File: config.mk
export PLATFORM = sky130hd
export DESIGN_NAME = ssc_config
export DESIGN_NICKNAME = d
export VERILOG_FILES = /design/src/ssc_pkg.sv /design/src/ssc_sequencer.sv /design/src/ssc_config.sv
export SDC_FILE = /design/constraint.sdc
export NUM_CORES = 1
export LEC_CHECK = 0
export BUFFER_PORTS_ARGS = -buffer_cell sky130_fd_sc_hd__buf_2
export CORE_AREA = 2 2 75 92
export CTS_CLUSTER_DIAMETER = 120
export DETAILED_ROUTE_END_ITERATION = 16
export DIE_AREA = 0 0 77 94
export GPL_ROUTABILITY_DRIVEN = 0
export PLACE_DENSITY = 0.71
export REMOVE_ABC_BUFFERS = 1
export SYNTH_ARGS = -nofsm -noshare
export SYNTH_HDL_FRONTEND = slang
export SYNTH_SLANG_ARGS = --single-unit
File: constraint.sdc
create_clock -name i_mclk -period 3 [get_ports i_mclk]
set_input_delay 0.9 -clock i_mclk [delete_from_list [all_inputs] [get_ports i_mclk]]
set_output_delay 0.9 -clock i_mclk [all_outputs]
set_load 0.05 [all_outputs]
File: src/ssc_pkg.sv
// Shared constants and types for the sample sequence and front-end configuration block
package ssc_pkg;
	// Register offsets
	localparam logic [7:0] SSC_SEQ_CFG2_OFS = 8'h04;
	localparam logic [7:0] SSC_AFE_CFG_OFS = 8'h05;
	// Reset values
	localparam logic [7:0] SSC_SEQ_CFG2_RST = 8'h90;
	localparam logic [7:0] SSC_AFE_CFG_RST = 8'h08;
	// Writable bit masks; other bits are reserved
	localparam logic [7:0] SSC_SEQ_CFG2_MASK = 8'hfe;
	localparam logic [7:0] SSC_AFE_CFG_MASK = 8'h4b;
	// Field positions in the sequence register
	localparam int SSC_RPT_MSB = 7;
	localparam int SSC_RPT_LSB = 5;
	localparam int SSC_PAIR_MSB = 4;
	localparam int SSC_PAIR_LSB = 2;
	localparam int SSC_MODE_BIT = 1;
	// Field positions in the front-end register
	localparam int SSC_TRIM_BIT = 6;
	localparam int SSC_AMB_EN_BIT = 3;
	localparam int SSC_GAIN_MSB = 1;
	localparam int SSC_GAIN_LSB = 0;
	// Gain codes and their attenuation as a right shift
	localparam logic [1:0] SSC_GAIN_X1 = 2'h0;
	localparam logic [1:0] SSC_GAIN_DIV4 = 2'h1;
	localparam logic [1:0] SSC_GAIN_DIV16 = 2'h2;
	localparam logic [2:0] SSC_SHIFT_X1 = 3'h0;
	localparam logic [2:0] SSC_SHIFT_DIV4 = 3'h2;
	localparam logic [2:0] SSC_SHIFT_DIV16 = 3'h4;
	localparam logic [2:0] SSC_SHIFT_DIV32 = 3'h5;
	// Sequence configuration as seen by the sequencer
	typedef struct packed {
		logic [2:0] sequence_repeat_count;
		logic [2:0] sample_pair_count;
		logic sampling_mode_select;
	} ssc_seq_cfg_t;
	// Sequencer states, one-hot
	typedef enum logic [4:0] {
		SSC_IDLE = 5'h01,
		SSC_AMB = 5'h02,
		SSC_PH_A = 5'h04,
		SSC_PH_B = 5'h08,
		SSC_DONE = 5'h10
	} ssc_state_t;
endpackage

File: src/ssc_sequencer.sv
// Sample sequencer: repeated ambient pulse plus A/B pairs with accumulating counter
`timescale 1ns/1ps
module ssc_sequencer #(
	parameter int ACC_W = 16
) (
	// Clock and reset
	input wire logic i_mclk,
	input wire logic i_rst,
	// Control
	input wire logic i_start,
	input wire ssc_pkg::ssc_seq_cfg_t i_cfg,
	// Sequence phases
	output logic o_busy,
	output logic o_amb_pulse,
	output logic o_phase_a,
	output logic o_phase_b,
	output logic o_integ_clear,
	output logic o_sample_done,
	output logic [ACC_W-1:0] o_accum
);
	// Number of sequence repeats as a power of two
	function automatic logic [7:0] rpt_total(input logic [2:0] code);
		rpt_total = 8'h01 << code;
	endfunction

	ssc_pkg::ssc_state_t state_q, state_d;
	ssc_pkg::ssc_seq_cfg_t cfg_q, cfg_d;
	logic [7:0] rep_q, rep_d;
	logic [2:0] pair_q, pair_d;
	logic [ACC_W-1:0] acc_q, acc_d;
	logic clr_q, clr_d;
	logic busy_q, busy_d;

	// Next state, counters and accumulation
	always_comb begin
		state_d = state_q;
		cfg_d = cfg_q;
		rep_d = rep_q;
		pair_d = pair_q;
		acc_d = acc_q;
		clr_d = 1'b0;
		case (state_q)
			ssc_pkg::SSC_IDLE: begin
				if (i_start) begin
					cfg_d = i_cfg; // Held for the whole sample
					rep_d = 8'h00;
					pair_d = 3'h0;
					acc_d = '0; // Cleared only at sample start
					clr_d = 1'b1;
					state_d = ssc_pkg::SSC_AMB;
				end
			end
			ssc_pkg::SSC_AMB: begin
				state_d = ssc_pkg::SSC_PH_A;
			end
			ssc_pkg::SSC_PH_A: begin
				acc_d = acc_q + ACC_W'(1);
				state_d = ssc_pkg::SSC_PH_B;
			end
			ssc_pkg::SSC_PH_B: begin
				acc_d = acc_q + ACC_W'(1);
				if (pair_q != cfg_q.sample_pair_count) begin
					pair_d = pair_q + 3'h1;
					state_d = ssc_pkg::SSC_PH_A;
				end else if (rep_q != rpt_total(cfg_q.sequence_repeat_count) - 8'h01) begin
					rep_d = rep_q + 8'h01;
					pair_d = 3'h0;
					state_d = ssc_pkg::SSC_AMB;
				end else begin
					state_d = ssc_pkg::SSC_DONE;
				end
			end
			ssc_pkg::SSC_DONE: begin
				state_d = ssc_pkg::SSC_IDLE;
			end
			default: begin
				state_d = ssc_pkg::SSC_IDLE;
			end
		endcase
		// Busy flag registered so the output needs no inverter after the flop
		busy_d = (state_d != ssc_pkg::SSC_IDLE);
	end

	// State registers
	always_ff @(posedge i_mclk or posedge i_rst) begin
		if (i_rst) begin
			state_q <= ssc_pkg::SSC_IDLE;
			cfg_q <= '0;
			rep_q <= 8'h00;
			pair_q <= 3'h0;
			acc_q <= '0;
			clr_q <= 1'b0;
			busy_q <= 1'b0;
		end else begin
			state_q <= state_d;
			cfg_q <= cfg_d;
			rep_q <= rep_d;
			pair_q <= pair_d;
			acc_q <= acc_d;
			clr_q <= clr_d;
			busy_q <= busy_d;
		end
	end

	// Phase outputs decoded from one-hot state flops; busy, clear and count from their own flops
	assign o_busy = busy_q;
	assign o_amb_pulse = state_q[1];
	assign o_phase_a = state_q[2];
	assign o_phase_b = state_q[3];
	assign o_sample_done = state_q[4];
	assign o_integ_clear = clr_q;
	assign o_accum = acc_q;
endmodule

File: src/ssc_config.sv
// Sequence and front-end configuration registers with sample sequencer
`timescale 1ns/1ps
module ssc_config #(
	parameter int ACC_W = 16
) (
	// Clock and reset
	input wire logic i_mclk,
	input wire logic i_rst,
	// Register access from the serial interface
	input wire logic [7:0] i_reg_addr,
	input wire logic i_reg_wr,
	input wire logic [7:0] i_reg_wdata,
	output logic [7:0] o_reg_rdata,
	// Sample control
	input wire logic i_sample_start,
	// Sequence timing outputs
	output logic o_busy,
	output logic o_ambient_compensation_pulse,
	output logic o_phase_a,
	output logic o_phase_b,
	output logic o_integ_clear,
	output logic o_sample_done,
	output logic [ACC_W-1:0] o_accum,
	// Front-end controls
	output logic o_ambient_comp_enable,
	output logic o_coarse_correction_trim,
	output logic [2:0] o_gain_shift,
	output logic o_sampling_mode_select
);
	// Gain code to attenuation shift
	function automatic logic [2:0] gain_shift(input logic [1:0] code);
		case (code)
			ssc_pkg::SSC_GAIN_X1: gain_shift = ssc_pkg::SSC_SHIFT_X1;
			ssc_pkg::SSC_GAIN_DIV4: gain_shift = ssc_pkg::SSC_SHIFT_DIV4;
			ssc_pkg::SSC_GAIN_DIV16: gain_shift = ssc_pkg::SSC_SHIFT_DIV16;
			default: gain_shift = ssc_pkg::SSC_SHIFT_DIV32;
		endcase
	endfunction

	logic [7:0] seq_q, seq_d;
	logic [7:0] afe_q, afe_d;
	logic [7:0] rdata_q, rdata_d;
	logic amb_en_q, amb_en_d;
	logic trim_q, trim_d;
	logic [2:0] shift_q, shift_d;
	logic mode_q, mode_d;
	ssc_pkg::ssc_seq_cfg_t seq_cfg;

	// Register writes and read mux
	always_comb begin
		seq_d = seq_q;
		afe_d = afe_q;
		if (i_reg_wr && i_reg_addr == ssc_pkg::SSC_SEQ_CFG2_OFS) begin
			seq_d = i_reg_wdata & ssc_pkg::SSC_SEQ_CFG2_MASK;
		end
		if (i_reg_wr && i_reg_addr == ssc_pkg::SSC_AFE_CFG_OFS) begin
			afe_d = i_reg_wdata & ssc_pkg::SSC_AFE_CFG_MASK;
		end
		case (i_reg_addr)
			ssc_pkg::SSC_SEQ_CFG2_OFS: rdata_d = seq_q;
			ssc_pkg::SSC_AFE_CFG_OFS: rdata_d = afe_q;
			default: rdata_d = 8'h00;
		endcase
	end

	// Front-end control decode
	always_comb begin
		amb_en_d = afe_q[ssc_pkg::SSC_AMB_EN_BIT];
		trim_d = afe_q[ssc_pkg::SSC_TRIM_BIT];
		shift_d = gain_shift(afe_q[ssc_pkg::SSC_GAIN_MSB:ssc_pkg::SSC_GAIN_LSB]);
		mode_d = seq_q[ssc_pkg::SSC_MODE_BIT];
	end

	// Register file and decoded control flops
	always_ff @(posedge i_mclk or posedge i_rst) begin
		if (i_rst) begin
			seq_q <= ssc_pkg::SSC_SEQ_CFG2_RST;
			afe_q <= ssc_pkg::SSC_AFE_CFG_RST;
			rdata_q <= 8'h00;
			amb_en_q <= 1'b0;
			trim_q <= 1'b0;
			shift_q <= 3'h0;
			mode_q <= 1'b0;
		end else begin
			seq_q <= seq_d;
			afe_q <= afe_d;
			rdata_q <= rdata_d;
			amb_en_q <= amb_en_d;
			trim_q <= trim_d;
			shift_q <= shift_d;
			mode_q <= mode_d;
		end
	end

	// Sequence fields handed to the sequencer
	assign seq_cfg.sequence_repeat_count = seq_q[ssc_pkg::SSC_RPT_MSB:ssc_pkg::SSC_RPT_LSB];
	assign seq_cfg.sample_pair_count = seq_q[ssc_pkg::SSC_PAIR_MSB:ssc_pkg::SSC_PAIR_LSB];
	assign seq_cfg.sampling_mode_select = seq_q[ssc_pkg::SSC_MODE_BIT];

	// Sample sequencer
	ssc_sequencer #(
		.ACC_W(ACC_W)
	) u_seq (
		.i_mclk(i_mclk),
		.i_rst(i_rst),
		.i_start(i_sample_start),
		.i_cfg(seq_cfg),
		.o_busy(o_busy),
		.o_amb_pulse(o_ambient_compensation_pulse),
		.o_phase_a(o_phase_a),
		.o_phase_b(o_phase_b),
		.o_integ_clear(o_integ_clear),
		.o_sample_done(o_sample_done),
		.o_accum(o_accum)
	);

	// Outputs straight from flops
	assign o_reg_rdata = rdata_q;
	assign o_ambient_comp_enable = amb_en_q;
	assign o_coarse_correction_trim = trim_q;
	assign o_gain_shift = shift_q;
	assign o_sampling_mode_select = mode_q;
endmodule

## Word-level counts from Yosys, hierarchy flattened

Index checks and enable logic that the tools add are counted.

| cells by class | value |
|---|---|
| $add $sub $neg | 4 |
| equality and inequality tests | 15 |
| shifts and indexed selects | 1 |
| muxes and demuxes | 18 |
| reduce and logical (&&, ||, !) cells | 10 |

Operators with widths:

| operator | number |
|---|---|
| 16-bit one-hot mux with 2 select lines | 1 |
| 8-bit one-hot mux with 2 select lines | 2 |
| 8-bit two-way mux | 3 |
| 5-bit one-hot mux with 4 select lines | 1 |
| 16-bit by 1-bit adder with 16-bit output, second input constant | 1 |
| 8-bit by 3-bit equality test with 1-bit output, second input constant | 2 |
| 16-bit two-way mux | 1 |
| 5-bit two-way mux | 3 |
| 3-bit two-way mux | 3 |
| 3-bit one-hot mux with 3 select lines | 1 |
| 8-bit by 1-bit adder with 8-bit output, second input constant | 1 |
| 8-bit inequality test | 1 |
| 1-bit by 3-bit left shift with 8-bit output, first input constant | 1 |
| 8-bit by 1-bit subtractor with 8-bit output, second input constant | 1 |
| 3-bit one-hot mux with 2 select lines | 1 |
| 5-bit by 1-bit equality test with 1-bit output, second input constant | 1 |
| 5-bit by 2-bit equality test with 1-bit output, second input constant | 1 |
| 5-bit by 3-bit equality test with 1-bit output, second input constant | 1 |
| 5-bit by 4-bit equality test with 1-bit output, second input constant | 1 |
| 5-bit by 1-bit inequality test with 1-bit output, second input constant | 1 |
| 2-bit inequality test, second input constant | 2 |
| 2-bit AND reduction | 2 |
| 4-bit AND reduction | 1 |
| 2-bit nonzero test | 2 |
| 11 further kinds | 13 |

| word-level totals | value |
|---|---|
| flip-flop bits (word level) | 65 |
| input bits | 20 |
| output and inout bits | 36 |

## Depth between registers and ports, before layout

| logic depth | value |
|---|---|
| word-level depth | 7 |
| depth in mapped cells | 7 |
| gate-level depth less buffers | 6 |

## Modules after synthesis

From an unflattened synthesis, not the netlist that was laid out.

| second synthesis, totals | value |
|---|---|
| cells, all modules | 287 |
| area total of the unflattened synthesis | 3108.0 um2 |

Modules (own cells, without submodules):

| module | times used | cells an instance | area an instance (um2) | sequential area each (um2) |
|---|---|---|---|---|
| ssc_sequencer | 1 | 227 | 2182.1 | 1002.2 |
| ssc_config | 1 | 60 | 925.9 | 629.4 |

## Worst setup path before layout

OpenSTA, ideal clock, no wires.

| timing | value |
|---|---|
| kind | input to register |
| from | in i_reg_addr[5] |
| to | reg seq_q[1] |
| data arrival time | 2.047 ns |
| data required time | 2.875 ns |
| path slack | 0.828 ns |
| stages on the path | 5 |
| buffers on the path | 0 |
| cell sequence | nor4_1 nand3_1 nor2_1 nand2_1 mux2_2 |

| between the ends | value |
|---|---|
| cells in the longest elaborated chain, start to end | 2 |

RTL lines:

| element | line | RTL |
|---|---|---|
| start, declared | ssc_config.sv:10 | `input wire logic [7:0] i_reg_addr,` |
| 8-bit by 3-bit equality test with 1-bit output | ssc_config.sv:53 | `if (i_reg_wr && i_reg_addr == ssc_pkg::SSC_SEQ_CFG2_OFS) begin` |
| 1-bit logical AND | ssc_config.sv:53 |  |
| end signal, assigned | ssc_config.sv:77 | `seq_q <= ssc_pkg::SSC_SEQ_CFG2_RST;` |
| end signal, assigned | ssc_config.sv:85 | `seq_q <= seq_d;` |
| end, declared | ssc_config.sv:40 | `logic [7:0] seq_q, seq_d;` |

Every way passes these cells.
A chain may end at the register's enable or synchronous reset.

## Worst setup path in the final report

| timing | value |
|---|---|
| from | in i_reg_addr[5] |
| to | reg seq_q[2] |

Same word-level chain as after synthesis.

==> flow_metrics.py <==
metrics = {
    "cts": {
        "cts.path.max_buffers": 2,
        "ctsResizeCount": 0,
        "cts.sinks": 65,
        "ctsHtreeMaxLevel": 3,
        "hold_buffers": 0,
        "cts_setup_buffers": 0,
        "cts_buffers": 9,
        "cts_tree": "built",
        "clockRootBuffer": "clkbuf_8",
        "cts.clk_slew.worst_paths_ps": 70,
        "clock_latency_ps": 340,
    },
    "logic_synthesis": {
        "synthAdderAreaFrac_pct": 1.575,
        "synth_ff_type": "dfrtp_1",
        "async_flop_share_pct": 100.0,
        "synth_top_area_share_pct": 49.27,
        "syn_area_per_cell_um2": 10.50,
        "yosysUniqueCellTypes": 51,
        "synth.most_common_cell": "dfrtp_1",
        "syn_area_um2": 3098,
        "yosysWarnings": 0,
        "synth_cells": 295,
        "synth-simple-area-share_pct": 22.37,
        "ys_ff_latch": 65,
        "synth_edf_count": 0,
        "post_synth_mux_area_share_pct": 6.300,
        "synth_compound_area_share_pct": 11.51,
        "yosys-top-cells-count": "61 x dfrtp_1, 35 x nand2_1, 18 x nor2_1",
        "synth_top_family_by_area": "simple AND/OR/NAND/NOR gates",
        "yosys-top-cells-area": "dfrtp_1 49%, mux2_2 4.4%, nand2_1 4.2%",
        "seq_area_frac_synth_pct": 52.67,
        "synth_area_leader_cell": "dfrtp_1",
        "synthXorXnorAreaFrac_pct": 2.827,
    },
    "die": {
        "fp.coreArea_um2": 6326,
        "die_h_um": 94,
        "die_x_um": 77,
        "rows": 32,
        "die_area_um2": 7238,
        "start_util_pct": 48.97,
        "ios": 56,
    },
    "grt": {
        "grt-ovfl-total": 0,
        "track_usage_pct": 18.82,
        "grt_pass1_vias": 2349,
        "grt_pass1_wl_um": 10810,
        "antenna_found_initial": 0,
        "grt_max_degree": 37,
    },
    "placed_design": {
        "dp_slack_ps": 489.9,
        "hpwl_um": 4583,
        "dp_cells": 427,
        "port_buffers": 55,
    },
    "layout": {
        "layout-drive-gt1-share_pct": 28.49,
        "nets": 376,
        "antennaDiodeCount": 0,
        "fin_cells": 443,
        "nFillCells": 573,
        "syn2layout_area_growth_pct": 19.14,
    },
    "route": {
        "vias_per_cell": 5.445,
        "vias": 2412,
        "antenna_left": 0,
        "wl_um": 6347,
        "drc": 0,
        "dr.pass1.iters": 4,
        "drt_iter0_drc": 129,
        "wire_per_inst_um": 14.33,
    },
    "sta": {
        "slew_viol_final": 0,
        "rsz0062_at_grt": "no",
        "fmax_ghz": 0.4697,
        "fin_ws_ps": 870.8,
        "slew_headroom_pct": 56.74,
        "hold_violations": 0,
        "fin_crit_ps": 2129,
        "timing.setup.tns_ps": 0,
        "final-setup-viol-count": 0,
        "period_share_pct": 70.97,
        "tightest_slew_ps": 647.9,
        "skew_ps": 8.678,
    },
    "setup_path": {
        "arrival_ps": 2350,
        "cp_max_fo": 8,
        "critPathCaptureType": "register",
        "r2r_setup_slack_ps": 930,
        "startpoint_type": "input port",
        "timing.critical_path.to": "seq_q[2]",
        "required_ps": 3220,
        "cp-startpoint": "i_reg_addr[5]",
        "r2r-start": "u_seq.state_q[3]",
        "rr_worst_depth": 7,
        "reg2reg_to": "u_seq.rep_q[0]",
        "worstSetupPathType": "in -> reg",
    },
    "power_and_ir_drop": {
        "vdd_drop_max_mv": 0.2514,
        "leakagePower_nw": 1.803,
        "power_density_nw_per_um2": 479.0,
    },
    "worst_hold_path": {
        "min_path_type": "reg -> reg",
    },
    "status": {
        "status": "complete, no violations",
    },
    "flow_run": {
        "max_cap_violations": 0,
    },
}
-- sequential cells by signal, summed over array words and instances, names as in the netlist --
signal,cells
o_ambient_comp_enable,1
o_coarse_correction_trim,1
u_seq.o_busy,1
u_seq.pair_q,3
u_seq.cfg_q,6
u_seq.o_accum,16
o_gain_shift,3
u_seq.o_integ_clear,1
u_seq.rep_q,8
u_seq.state_q,5
o_reg_rdata,8
seq_q,7
o_sampling_mode_select,1
afe_q,4
-- metal layers --
layer,routed length (um),vias up,global-route usage [%]
met1,2764,1174,23.73
met4,74,0,7.143
met2,3266,54,31.07
met5,0,-,0
li1,-,1177,-
met3,241,7,5.096
-- power by group --
group          switching (mW)  internal, mW
sequential            0.00718         0.888
combinational          0.0370        0.0198
clock                   0.326         0.489
total                   0.371          1.40
-- layout by cell type, fill, tap and decap left out, types with 3 or more instances in the layout --
cell,synthesis,layout
a21oi_1,11,11
dfrtp_1,61,61
dfstp_2,4,4
o21ai_0,13,13
nor2_1,18,18
or3_1,8,8
nor2b_1,3,3
xnor2_1,4,4
xor2_1,6,6
mux2i_1,6,6
clkbuf_8,0,10
and3_1,8,8
mux2_2,12,12
o211ai_1,3,3
a31oi_1,3,3
buf_4,0,3
nand2b_1,6,6
nand4_1,7,7
nand3_1,15,15
and2_1,7,7
buf_2,4,55
a211oi_1,3,3
ha_1,3,3
a22o_1,4,4
inv_1,8,7
nand2_1,35,35
-- worst min path at each step --
stage                     slack [ps]                  endpoint      from  cells after the start
after CTS                        410  o_coarse_correction_trim  afe_q[6]                      0
final                            400  o_coarse_correction_trim  afe_q[6]                      0
after floorplan                  370    o_sampling_mode_select  seq_q[1]                      0
after global routing             420  o_coarse_correction_trim  afe_q[6]                      0
after detailed placement         390  o_coarse_correction_trim  afe_q[6]                      0
after global placement           390  o_coarse_correction_trim  afe_q[6]                      0
-- per-stage QoR --
step | hold slack, ps | utilization, % | area, um2 | power, mW
3_3_place_gp | 394.7 | 54.87 | 3471 | 0.9696
4_1_cts | 406.0 | 58.35 | 3691 | 1.790
6_report | 401.3 | 58.35 | 3691 | 1.768
5_1_grt | 421.9 | 58.35 | 3691 | 1.831
2_1_floorplan | 369.1 | - | 3047 | 0.9416
3_5_place_dp | 389.8 | 54.87 | 3471 | 0.9708
-- cell type report --
type | count | area, um2 | share of cell area [%]
Multi-Input combinational cell | 209 | 1381 | 37.42
Timing Repair Buffer | 59 | 317.8 | 8.610
Inverter | 9 | 33.78 | 0.9153
Sequential cell | 65 | 1632 | 44.20
Clock inverter | 5 | 78.83 | 2.136
Tap cell | 85 | 106.4 | 2.881
Clock buffer | 11 | 141.4 | 3.831
-- logic make-up (layout without fill, tap and decap cells) --
group	after synthesis	in the layout
and+or+nand+nor	127	127
adders and majority gates	4	4
AOI/OAI and AO/OA	50	50
DFF	65	65
muxes	18	18
xor gates and xnor gates	10	10
buffers and inverters	21	84
-- critical path, cell delays in order --
cell     delay, ps
buf_2           90
nor4_1         260
nand3_1        130
nor2_1         350
nand2_1        280
mux2_2         330
No activity file was read; power rests on OpenSTA's default activity.
